$ cat config.mk
export PLATFORM = sky130hd
export DESIGN_NAME = sdp_debug_port
export DESIGN_NICKNAME = d
export VERILOG_FILES = /design/src/logic/sdp_pkg.sv /design/src/logic/sdp_debug_port.sv
export SDC_FILE = /design/constraint.sdc
export NUM_CORES = 1
export LEC_CHECK = 0
export BUFFER_PORTS_ARGS = -buffer_cell sky130_fd_sc_hd__buf_4
export CAP_MARGIN = 20
export CORE_MARGIN = 4
export CORE_UTILIZATION = 45
export DETAILED_ROUTE_END_ITERATION = 10
export SYNTH_ARGS = -nofsm -noshare
export SYNTH_HDL_FRONTEND = slang
export SYNTH_SLANG_ARGS = --single-unit
$ cat constraint.sdc
create_clock -name clk -period 2.1 [get_ports clk]
set_clock_uncertainty 0.15 [all_clocks]
set_input_delay 0.21 -clock clk [delete_from_list [all_inputs] [get_ports clk]]
set_output_delay 0.21 -clock clk [all_outputs]
set_load 0.02 [all_outputs]
$ cat src/logic/sdp_pkg.sv
// shared constants and types of the single-pin debug port
package sdp_pkg;
  // ***************************************************************
  // link timing
  // ***************************************************************
  localparam int unsigned CLK_HZ     = 20000000;
  localparam int unsigned BAUD_BPS   = 115200;
  localparam int unsigned BIT_CYCLES = CLK_HZ / BAUD_BPS;
  localparam logic [15:0] BIT_LAST   = 16'(BIT_CYCLES - 1);
  localparam logic [15:0] BIT_HALF   = 16'(BIT_CYCLES / 2);
  localparam logic [2:0]  BIT_TOP    = 3'h7;

  // ***************************************************************
  // command codes and control values
  // ***************************************************************
  localparam logic [7:0] CMD_STATUS   = 8'h02;
  localparam logic [7:0] CMD_WR_CTRL  = 8'h04;
  localparam logic [7:0] CMD_STUFF    = 8'h11;
  localparam logic [7:0] CMD_EXEC     = 8'h12;
  localparam logic [7:0] CTRL_RST_HLT = 8'h81;
  localparam logic [7:0] CTRL_RST_RUN = 8'h41;
  localparam logic [7:0] CTRL_RUN     = 8'h40;
  localparam logic [2:0] LEN_MIN      = 3'h1;
  localparam logic [2:0] LEN_MAX      = 3'h5;

  // byte handed to the core for execution
  typedef struct packed {
    logic       valid;
    logic       first_only;
    logic       last;
    logic [7:0] data;
  } sdp_instr_t;

  // state of the core as seen by the debug port
  typedef struct packed {
    logic brk_exec;
    logic in_halt;
    logic in_stop;
    logic wdt_en;
    logic read_prot;
  } sdp_core_t;

  typedef enum logic [1:0] {RX_IDLE, RX_START, RX_DATA, RX_STOP} sdp_rx_t;
  typedef enum logic [1:0] {TX_IDLE, TX_START, TX_DATA, TX_STOP} sdp_tx_t;
  typedef enum logic [1:0] {CM_CODE, CM_OPND, CM_LEN} sdp_cm_t;
endpackage : sdp_pkg

$ cat src/logic/sdp_debug_port.sv
// single-pin debug port: serial link, command decoder and halt control
`timescale 1ns/1ns
// Behaviour
// - one open-drain pin, driven low only, pull-up gives high, carries both directions.
// - half duplex; never transmit while receiving and vice versa.
// - each byte framed asynchronously with start, data and stop bits.
// - halted: instruction fetch stopped except for bytes the port hands over.
// - halted: system clock keeps running unless in stop mode.
// - halted: enabled peripherals keep running unless in stop mode.
// - entering halt while core is in its halt state wakes the core.
// - halted with watchdog enabled: refresh watchdog continuously.
// - executing a breakpoint instruction enters the halted state.
// - pin low in last reset cycle enters halted state after reset.
// - command 11H plus opcode steps one instruction; rest from program memory.
// - 11H ignored unless halted and read protection off.
// - command 12H plus 1-5 byte instruction executes it on the core.
// - 12H when not halted or protected reads and drops one byte.
// - control 81H resets and halts, 41H resets and runs, 40H resumes.
module sdp_debug_port
  import sdp_pkg::*;
(
  input  wire logic        clk,
  input  wire logic        arst_n,
  input  wire logic        debug_serial_pin_in,
  output logic             debug_serial_pin_out,
  output logic             debug_serial_pin_oe,
  input  wire sdp_core_t   core,
  input  wire logic [2:0]  op_len,
  output sdp_instr_t       instr,
  output logic             halted,
  output logic             fetch_stop,
  output logic             clk_run,
  output logic             periph_run,
  output logic             halt_exit,
  output logic             wdt_refresh,
  output logic             sys_reset_req
);

  // ***************************************************************
  // receiver
  // ***************************************************************
  sdp_rx_t     rx_st,  next_rx_st;
  logic [15:0] rx_cnt, next_rx_cnt;
  logic [2:0]  rx_bit, next_rx_bit;
  logic [7:0]  rx_sh,  next_rx_sh;
  logic        rx_arm, next_rx_arm;
  logic        rx_vld, next_rx_vld;
  sdp_tx_t     tx_st;

  always_comb begin
    next_rx_st  = rx_st;
    next_rx_cnt = rx_cnt + 16'h0001;
    next_rx_bit = rx_bit;
    next_rx_sh  = rx_sh;
    next_rx_vld = 1'b0;
    // a low pin held from reset is not a start bit: wait for idle high first
    next_rx_arm = rx_arm | debug_serial_pin_in;
    unique case (rx_st)
      RX_IDLE: begin
        next_rx_cnt = 16'h0000;
        // own transmission is never read back as a command
        if (rx_arm && !debug_serial_pin_in && tx_st == TX_IDLE) begin
          next_rx_st = RX_START;
        end
      end
      RX_START: begin
        if (rx_cnt == BIT_HALF) begin
          next_rx_cnt = 16'h0000;
          next_rx_bit = 3'h0;
          next_rx_st  = debug_serial_pin_in ? RX_IDLE : RX_DATA;
        end
      end
      RX_DATA: begin
        if (rx_cnt == BIT_LAST) begin
          next_rx_cnt = 16'h0000;
          next_rx_sh  = {debug_serial_pin_in, rx_sh[7:1]};
          next_rx_bit = rx_bit + 3'h1;
          if (rx_bit == BIT_TOP) begin
            next_rx_st = RX_STOP;
          end
        end
      end
      RX_STOP: begin
        if (rx_cnt == BIT_LAST) begin
          // a missing stop bit drops the byte
          next_rx_vld = debug_serial_pin_in;
          next_rx_arm = debug_serial_pin_in;
          next_rx_st  = RX_IDLE;
        end
      end
    endcase
  end

  always_ff @(posedge clk or negedge arst_n) begin
    if (!arst_n) begin
      rx_st  <= RX_IDLE;
      rx_cnt <= 16'h0000;
      rx_bit <= 3'h0;
      rx_sh  <= 8'h00;
      rx_arm <= 1'b0;
      rx_vld <= 1'b0;
    end else begin
      rx_st  <= next_rx_st;
      rx_cnt <= next_rx_cnt;
      rx_bit <= next_rx_bit;
      rx_sh  <= next_rx_sh;
      rx_arm <= next_rx_arm;
      rx_vld <= next_rx_vld;
    end
  end

  // ***************************************************************
  // transmitter
  // ***************************************************************
  sdp_tx_t     next_tx_st;
  logic [15:0] tx_cnt, next_tx_cnt;
  logic [2:0]  tx_bit, next_tx_bit;
  logic [7:0]  tx_sh,  next_tx_sh;
  logic        next_oe;
  logic        tx_go;
  logic [7:0]  tx_byte;

  always_comb begin
    next_tx_st  = tx_st;
    next_tx_cnt = tx_cnt + 16'h0001;
    next_tx_bit = tx_bit;
    next_tx_sh  = tx_sh;
    unique case (tx_st)
      TX_IDLE: begin
        next_tx_cnt = 16'h0000;
        if (tx_go) begin
          next_tx_sh = tx_byte;
          next_tx_st = TX_START;
        end
      end
      TX_START: begin
        if (tx_cnt == BIT_LAST) begin
          next_tx_cnt = 16'h0000;
          next_tx_bit = 3'h0;
          next_tx_st  = TX_DATA;
        end
      end
      TX_DATA: begin
        if (tx_cnt == BIT_LAST) begin
          next_tx_cnt = 16'h0000;
          next_tx_sh  = {1'b1, tx_sh[7:1]};
          next_tx_bit = tx_bit + 3'h1;
          if (tx_bit == BIT_TOP) begin
            next_tx_st = TX_STOP;
          end
        end
      end
      TX_STOP: begin
        if (tx_cnt == BIT_LAST) begin
          next_tx_st = TX_IDLE;
        end
      end
    endcase
    // only a low is ever driven; the pull-up makes the high
    next_oe = (next_tx_st == TX_START) ||
              (next_tx_st == TX_DATA && !next_tx_sh[0]);
  end

  always_ff @(posedge clk or negedge arst_n) begin
    if (!arst_n) begin
      tx_st               <= TX_IDLE;
      tx_cnt              <= 16'h0000;
      tx_bit              <= 3'h0;
      tx_sh               <= 8'h00;
      debug_serial_pin_oe <= 1'b0;
    end else begin
      tx_st               <= next_tx_st;
      tx_cnt              <= next_tx_cnt;
      tx_bit              <= next_tx_bit;
      tx_sh               <= next_tx_sh;
      debug_serial_pin_oe <= next_oe;
    end
  end

  // ***************************************************************
  // command decoder and halt control
  // ***************************************************************
  sdp_cm_t    cm_st, next_cm_st;
  logic [7:0] cmd, next_cmd;
  logic [2:0] need, next_need;
  logic       drop, next_drop;
  logic       boot, next_boot;
  logic       next_halted;
  logic       next_rst;
  sdp_instr_t next_instr;
  logic       allowed;

  always_comb begin
    next_cm_st  = cm_st;
    next_cmd    = cmd;
    next_need   = need;
    next_drop   = drop;
    next_boot   = 1'b0;
    next_halted = halted;
    next_rst    = 1'b0;
    next_instr  = '{valid: 1'b0, first_only: 1'b0, last: 1'b0, data: instr.data};
    tx_go       = 1'b0;
    tx_byte     = {6'h00, core.read_prot, halted};
    allowed     = halted && !core.read_prot;
    unique case (cm_st)
      CM_CODE: begin
        if (rx_vld) begin
          next_cmd = rx_sh;
          unique case (rx_sh)
            CMD_STATUS: tx_go = 1'b1;
            CMD_WR_CTRL, CMD_STUFF, CMD_EXEC: begin
              next_drop  = 1'b0;
              next_cm_st = CM_OPND;
            end
            default: begin
            end
          endcase
        end
      end
      CM_OPND: begin
        if (rx_vld) begin
          next_cm_st = CM_CODE;
          unique case (cmd)
            CMD_WR_CTRL: begin
              if (rx_sh == CTRL_RST_HLT) begin
                next_rst    = 1'b1;
                next_halted = 1'b1;
              end else if (rx_sh == CTRL_RST_RUN) begin
                next_rst    = 1'b1;
                next_halted = 1'b0;
              end else if (rx_sh == CTRL_RUN && halted) begin
                next_halted = 1'b0;
              end
            end
            CMD_STUFF: begin
              // core fetches the remaining bytes itself
              if (allowed) begin
                next_instr = '{valid: 1'b1, first_only: 1'b1, last: 1'b1, data: rx_sh};
              end
            end
            default: begin
              // remaining bytes of an executed instruction go straight to the core
              if (drop) begin
                next_need  = need - 3'h1;
                next_instr = '{valid: 1'b1, first_only: 1'b0, last: (need == 3'h1), data: rx_sh};
                if (need != 3'h1) begin
                  next_cm_st = CM_OPND;
                end
              end else if (allowed) begin
                next_instr.data = rx_sh;
                next_cm_st      = CM_LEN;
              end
              // refused: the single byte read here is simply dropped
            end
          endcase
        end
      end
      CM_LEN: begin
        // opcode held back one cycle so that its one pulse carries the last flag
        next_instr = '{valid: 1'b1, first_only: 1'b0, last: 1'b1, data: instr.data};
        if (op_len > LEN_MIN && op_len <= LEN_MAX) begin
          next_instr.last = 1'b0;
          next_need       = op_len - 3'h1;
          next_drop       = 1'b1;
          next_cm_st      = CM_OPND;
        end else begin
          next_cm_st = CM_CODE;
        end
      end
    endcase
    // set wins over a run command in the same cycle
    if (boot && !debug_serial_pin_in) begin
      next_halted = 1'b1;
    end
    if (core.brk_exec) begin
      next_halted = 1'b1;
    end
  end

  always_ff @(posedge clk or negedge arst_n) begin
    if (!arst_n) begin
      cm_st         <= CM_CODE;
      cmd           <= 8'h00;
      need          <= 3'h0;
      drop          <= 1'b0;
      boot          <= 1'b1;
      halted        <= 1'b0;
      sys_reset_req <= 1'b0;
      instr         <= '0;
    end else begin
      cm_st         <= next_cm_st;
      cmd           <= next_cmd;
      need          <= next_need;
      drop          <= next_drop;
      boot          <= next_boot;
      halted        <= next_halted;
      sys_reset_req <= next_rst;
      instr         <= next_instr;
    end
  end

  // ***************************************************************
  // core side effects of the halted state
  // ***************************************************************
  logic next_fetch_stop;
  logic next_halt_exit;
  logic next_wdt;

  always_comb begin
    // stuffed bytes flow through instr even while fetch is held
    next_fetch_stop = next_halted;
    next_halt_exit  = next_halted && core.in_halt;
    next_wdt        = next_halted && core.wdt_en;
  end

  always_ff @(posedge clk or negedge arst_n) begin
    if (!arst_n) begin
      debug_serial_pin_out <= 1'b0;
      fetch_stop           <= 1'b0;
      clk_run              <= 1'b1;
      periph_run           <= 1'b1;
      halt_exit            <= 1'b0;
      wdt_refresh          <= 1'b0;
    end else begin
      debug_serial_pin_out <= 1'b0;
      fetch_stop           <= next_fetch_stop;
      // debug never gates clocks; only stop mode does
      clk_run              <= !core.in_stop;
      periph_run           <= !core.in_stop;
      halt_exit            <= next_halt_exit;
      wdt_refresh          <= next_wdt;
    end
  end

endmodule : sdp_debug_port

==> impl_metrics.json, run 1 <==
{
  "drive_gt1_frac": 0.357,
  "final-setup-viol-count": 32,
  "antenna_found_initial": 0,
  "p_int_mw": 3.06,
  "htreeDepth": 3,
  "hold_path_class": "primary input to register",
  "cap_viol_max_count": 0,
  "r2r-start": "cmd[3]",
  "nets": 576,
  "switchingPower_mw": 1.36,
  "power.clock.fraction": 0.291,
  "routed_wl_mm": 9.63,
  "worst_pin_slew_ns": 0.837,
  "min_to": "tx_sh[1]",
  "wl_per_cell_um": 14.1,
  "dr.pass1.iters": 4,
  "gp_congestion": 0.841,
  "syn_to_final_growth_pct": 33.1,
  "hold_viol_final": 0,
  "fmax_ghz": 0.460,
  "status": "finished, violations left",
  "r2r_end": "halt_exit",
  "vdd_drop_max_mv": 0.433,
  "clk-insertion-delay-late_ns": 0.36,
  "cts_tree": "done",
  "synth_top_flop_cell": "dfrtp_1",
  "ys_ff_latch": 92,
  "drv_slew": 0,
  "pwr-share-seq": 0.457,
  "io_pins": 31,
  "drt-initial-drc-count": 131,
  "dp_hpwl_mm": 6.84,
  "worst_path_max_delay_cell": "or4_4",
  "synth_warnings": 0,
  "grt_max_degree": 38,
  "drcViolationCount": 0,
  "power.density_nw_per_um2": 730,
  "worstPathArrival_ns": 2.28,
  "cts_buffer_depth": 2,
  "antenna_cells": 0,
  "die_w_um": 109,
  "ant_nets": 0,
  "final.setup.tns_ns": -1.30,
  "worstPathCellList": "or4_4 > or3_4 > nor2b_2 > a21boi_1 > nand3b_1 > and2_1",
  "worstHoldStart": "core[0]",
  "synth_async_sr_flop_share": 1.00,
  "crit_required_ns": 2.21,
  "cp_max_fo": 3,
  "critPathLaunchType": "register",
  "grt_pass1_wl_mm": 16.2,
  "die_area_um2": 11800,
  "critPathKind": "register to register",
  "endpoint_kind": "register",
  "post-route-min-period_ns": 2.17,
  "syn_area_per_cell_um2": 10.5,
  "start_util": 0.464,
  "vias_per_cell": 5.04,
  "p_sw_frac": 0.308,
  "violations": "setup timing",
  "relSlewSlack": 0.441,
  "whs_path_depth": 3,
  "synth_edf_count": 0,
  "reg2regPathDepth": 6,
  "cts-buffers-inserted": 9,
  "rsz0062_at_grt": "yes",
  "synth_cells": 432,
  "synth_seq_area_share": 0.506,
  "die_y_um": 109,
  "fin_ws_ns": -0.0750,
  "worst-r2r-setup-slack_ns": -0.07,
  "vias": 3440,
  "postLayoutCoreUtil": 0.617,
  "ys_types": 53,
  "fp-row-count": 36,
  "crit_family": "simple AND/OR/NAND/NOR gates",
  "path_clk_slew_ns": 0.10,
  "netlist_area_um2": 4550,
  "gr-usage-all-layers": 0.174,
  "post-route-period-util": 1.04,
  "core_area_um2": 9820,
  "critical-path-max-stage-delay_ns": 0.55,
  "whs_ns": 0.0587,
  "port_buffers": 29,
  "overflow": 0,
  "worst-path-buf-inv": 0,
  "p_leak_nw": 2.90,
  "p_comb_frac": 0.252,
  "grt_pass1_vias": 3474,
  "clockRootBuffer": "clkbuf_8",
  "clock_sinks": 92
}
## Yosys cell counts (all sizes together) (3+ instances only)
| cell | n | area, µm² |
|---|---|---|
| a211oi | 3 | 22.5 |
| xor2 | 25 | 219 |
| dfrtp | 90 | 2250 |
| xnor2 | 8 | 70.1 |
| a21o | 3 | 22.5 |
| clkbuf | 5 | 18.8 |
| nor4bb | 3 | 30.0 |
| a31oi | 3 | 18.8 |
| or3 | 3 | 18.8 |
| mux2i | 6 | 60.1 |
| or4 | 3 | 26.3 |
| nor2b | 8 | 50.1 |
| nor3 | 10 | 61.3 |
| mux2 | 20 | 225 |
| o21a | 3 | 22.5 |
| nand3 | 21 | 105 |
| inv | 27 | 101 |
| nand2b | 3 | 18.8 |
| and2 | 7 | 43.8 |
| buf | 10 | 72.6 |
| a21oi | 9 | 48.8 |
| a22o | 7 | 61.3 |
| nor2 | 48 | 180 |
| o21ai | 18 | 90.1 |
| nand2 | 28 | 105 |
| nand4 | 6 | 37.5 |
| nor4 | 4 | 25.0 |
| and3 | 8 | 50.1 |
| ha | 21 | 263 |
## metrics by stage
| step | cells | worst slack [ns] | total power [mW] | cell area (µm²) |
|---|---|---|---|---|
| 6_report | 682 | -0.0750 | 4.42 | 6060 |
| 2_1_floorplan | 433 | -0.0536 | 2.64 | 4570 |
| 5_1_grt | 682 | -0.190 | 4.71 | 6060 |
| 4_1_cts | 676 | -0.0844 | 4.36 | 5770 |
| 3_5_place_dp | 652 | -0.135 | 3.05 | 5440 |
| 3_3_place_gp | 652 | -0.137 | 3.02 | 5440 |
## power groups by stage
stage / sequential (mW) / clock (mW) / combinational [mW]
floorplan: 2.08 / 0 / 0.564
global placement: 2.04 / 0 / 0.981
detailed placement: 2.05 / 0 / 1.00
CTS: 2.01 / 1.33 / 1.02
global route: 2.04 / 1.41 / 1.26
finish: 2.02 / 1.29 / 1.11
## metal layers
| metal | GRT usage | up-vias | wire length, µm |
|---|---|---|---|
| met1 | 0.234 | 1683 | 4510 |
| met2 | 0.289 | 46 | 4740 |
| met5 | 0 | - | 0 |
| met4 | 0.0550 | 0 | 95 |
| li1 | - | 1703 | - |
| met3 | 0.0293 | 8 | 280 |
## what timing repair did
action,in CTS,in global routing
hold endpoints to repair,41,0
pin swaps,7,24
endpoints found under the setup margin,45,69
hold buffers,6,0
gates cloned,0,2
buffers inserted,2,4
resized for setup,10,58
## logic make-up (layout without fill, tap and decap cells)
kind of cell,after synthesis,count (layout),share of synthesized area
AOI/OAI and AO/OA,54,54,0.0789
buffers and inverters,42,158,0.0423
other,1,2,0.000824
muxes,26,26,0.0627
xor gates and xnor gates,33,33,0.0635
DFF,92,92,0.506
adders and majority gates,21,21,0.0577
and+or+nand+nor,163,163,0.188
## worst register-to-register path, stage by stage, from the launching register on
cell and delay (ns):
dfrtp_1 0.39, or4_4 0.55, or3_4 0.38, nor2b_2 0.15
a21boi_1 0.08, nand3b_1 0.20, and2_1 0.18
## how the worst max path moves through the flow
stage	from	end	depth (start not counted)
6_report	cmd[3]	halt_exit	6
5_1_grt	cmd[3]	halt_exit	6
4_1_cts	cmd[3]	halt_exit	6
3_5_place_dp	cmd[3]	halt_exit	6
3_3_place_gp	cmd[3]	wdt_refresh	6
2_1_floorplan	rx_cnt[12]	rx_sh[5]	6
## layout by cell type (no fill, tap or decap), types with 7 or more instances in the layout
master / Yosys / final
nor2b_1: 8 / 7
inv_1: 27 / 23
a22o_1: 7 / 7
xnor2_1: 8 / 7
o21ai_1: 12 / 10
dfrtp_1: 90 / 90
nor2_4: 0 / 13
nand2_1: 28 / 27
nor3_1: 9 / 7
buf_4: 4 / 101
mux2_2: 13 / 12
clkbuf_8: 0 / 9
xor2_1: 25 / 25
ha_1: 21 / 20
nor2_1: 48 / 33
and3_1: 8 / 8
nand3_1: 21 / 21
## final cells by class
cell class / instances / area, µm²
well taps: 133 / 166
clock inverters: 7 / 90.1
inverters: 27 / 101
multi-input cells: 299 / 2330
repair buffers: 115 / 942
fillers: 857 / 3760
clock buffers: 9 / 124
flip-flops and latches: 92 / 2300
## flip-flops by register name (all words and copies together), names as in the netlist, 2 cells and up, named ones only
signal,count
tx_st,2
tx_sh,8
rx_sh,8
instr,11
tx_cnt,16
rx_bit,3
need,3
rx_cnt,16
cm_st,2
tx_bit,3
cmd,8
Note: power is estimated with default switching activity, not from simulation.
==> run 2: changes to the inputs <==
--- a/config.mk
+++ b/config.mk
@@ -8,8 +8,9 @@
 export BUFFER_PORTS_ARGS = -buffer_cell sky130_fd_sc_hd__buf_4
 export CAP_MARGIN = 20
 export CORE_MARGIN = 4
-export CORE_UTILIZATION = 45
+export CORE_UTILIZATION = 54
 export DETAILED_ROUTE_END_ITERATION = 10
+export PLACE_DENSITY = 0.75
 export SYNTH_ARGS = -nofsm -noshare
 export SYNTH_HDL_FRONTEND = slang
 export SYNTH_SLANG_ARGS = --single-unit
==> run 2 against run 1 <==
Effect of this change:
- the run still ends with setup timing left
- non-clock buffer count shrank 6
- cell count is 4.8% lower
- combinational power grew 4%
- highest routed layer unchanged
==> impl_metrics.json, run 2 (synthesis results as in run 1) <==
{
  "status": "finished, violations left",
  "violations": "setup timing",
  "cts_tree": "done",
  "cts-buffers-inserted": 9,
  "critPathLaunchType": "register",
  "vdd_drop_max_mv": 0.444,
  "crit_required_ns": 2.26,
  "overflow": 0,
  "hold_viol_final": 0,
  "p_leak_nw": 2.90,
  "gp_congestion": 0.787,
  "cts_buffer_depth": 2,
  "final_cells": 649,
  "relSlewSlack": 0.628,
  "start_util": 0.554,
  "r2r-start": "cmd[3]",
  "grt_max_degree": 45,
  "die_area_um2": 9970,
  "vias": 3568,
  "hold_path_class": "primary input to register",
  "grt_pass1_wl_mm": 16.4,
  "multiInputGateArea_um2": 2330,
  "dp_hpwl_mm": 6.65,
  "final_common_cell": "buf_4",
  "worst-r2r-setup-slack_ns": -0.12,
  "routed_wl_mm": 10.0,
  "largestRegisters": "rx_cnt: 16 flops, tx_cnt: 16 flops, instr: 11 flops",
  "worst-path-buf-inv": 0,
  "regArea_um2": 2310,
  "whs_path_depth": 3,
  "use_met2": 0.352,
  "worst_path_max_delay_cell": "or4_4",
  "place_inst": 615,
  "ant_nets": 0,
  "fp-row-count": 33,
  "detailedPlace.worstSlack_ns": -0.202,
  "dr.pass1.iters": 5,
  "worstHoldStart": "core[0]",
  "drv_slew": 0,
  "antenna_found_initial": 0,
  "cap_viol_max_count": 0,
  "drt-initial-drc-count": 170,
  "clk-insertion-delay-late_ns": 0.37,
  "worst_pin_slew_ns": 0.558,
  "power.density_nw_per_um2": 742,
  "met3_usage": 0.0389,
  "core_area_um2": 8220,
  "cp_max_fo": 4,
  "antenna_cells": 0,
  "gr-usage-all-layers": 0.205,
  "die_y_um": 99.8,
  "globalRouteMet1Util": 0.254,
  "port_buffers": 29,
  "worstPathCellList": "or4_4 > or3_4 > nor4bb_1 > o21ai_1 > nand3b_1 > and2_1",
  "endpoint_kind": "register",
  "clock_sinks": 92,
  "drcViolationCount": 0,
  "crit_family": "simple AND/OR/NAND/NOR gates",
  "nets": 571,
  "drive_gt1_frac": 0.347,
  "path_clk_slew_ns": 0.10,
  "fmax_ghz": 0.451,
  "layout_common_cells": "96 x buf_4, 89 x dfrtp_1, 48 x nor2_1, 27 x nand2_1, 25 x xor2_1",
  "min_to": "tx_sh[1]",
  "top_usage_layer": "met2",
  "worstPathArrival_ns": 2.38,
  "final-setup-viol-count": 36,
  "io_pins": 31,
  "wl_per_cell_um": 15.4,
  "syn_to_final_growth_pct": 30.8,
  "whs_ns": 0.0169,
  "critical-path-max-stage-delay_ns": 0.53,
  "reg2regPathDepth": 6,
  "fillers": 546,
  "vias_per_cell": 5.50,
  "rsz0062_at_grt": "yes",
  "post-route-period-util": 1.06,
  "clockRootBuffer": "clkbuf_8",
  "r2r_end": "halt_exit",
  "die_w_um": 99.8,
  "htreeDepth": 3,
  "post-route-min-period_ns": 2.22,
  "grt_pass1_vias": 3641,
  "fin_ws_ns": -0.116,
  "critPathKind": "register to register"
}
run 2: report_power, final:
group          leakage [nW]  total, mW  switching, mW  internal, mW
registers              1.20       2.02          0.103          1.92
logic                  1.59       1.15          0.591         0.557
clock network         0.104       1.26          0.662         0.594
total                  2.90       4.42           1.35          3.07
run 2: area by class of cell:
class	instances	area share
multi-input cells	300	0.391
clock inverters	6	0.0116
well taps	105	0.0221
repair buffers	109	0.148
clock buffers	10	0.0231
inverters	27	0.0170
flip-flops and latches	92	0.387
run 2: how the worst max path moves through the flow:
stage	start	end	slack [ns]	cells after the start
after global placement	rx_cnt[14]	rx_sh[0]	-0.14	6
after global routing	rx_cnt[13]	rx_sh[7]	-0.20	6
after CTS	rx_cnt[14]	rx_sh[7]	-0.11	6
after detailed placement	rx_cnt[9]	rx_sh[2]	-0.20	6
final	cmd[3]	halt_exit	-0.12	6
after floorplan	rx_cnt[12]	rx_sh[5]	-0.05	6
run 2: timing repair:
action,4_1_cts,5_1_grt
endpoints found under the hold margin,47,0
gates resized for setup,21,38
endpoints found under the setup margin,40,44
setup buffers,1,10
pin swaps,10,17
cloned,0,1
hold buffers,7,0
run 2: worst min-delay path: stages:
cell	delay (ns)
buf_4	0.09
a32oi_1	0.07
o21ai_0	0.13
run 2: metal layers:
layer  up-vias  part of all wire  wire, µm
met4         0             0.028       281
met2        71              0.51      5140
met1      1782              0.42      4230
met3        27             0.036       356
met5         -                 0         0
li1       1688                 -         -
run 2: stage by stage:
step	cell area [µm²]	TNS [ns]	power (mW)	utilization
after floorplan	4570	-0.375	2.64	-
after global placement	5340	-1.46	3.03	0.650
after detailed placement	5340	-2.39	3.09	0.650
after CTS	5710	-1.01	4.36	0.695
after global routing	5960	-5.93	4.67	0.725
final	5960	-1.66	4.42	0.725
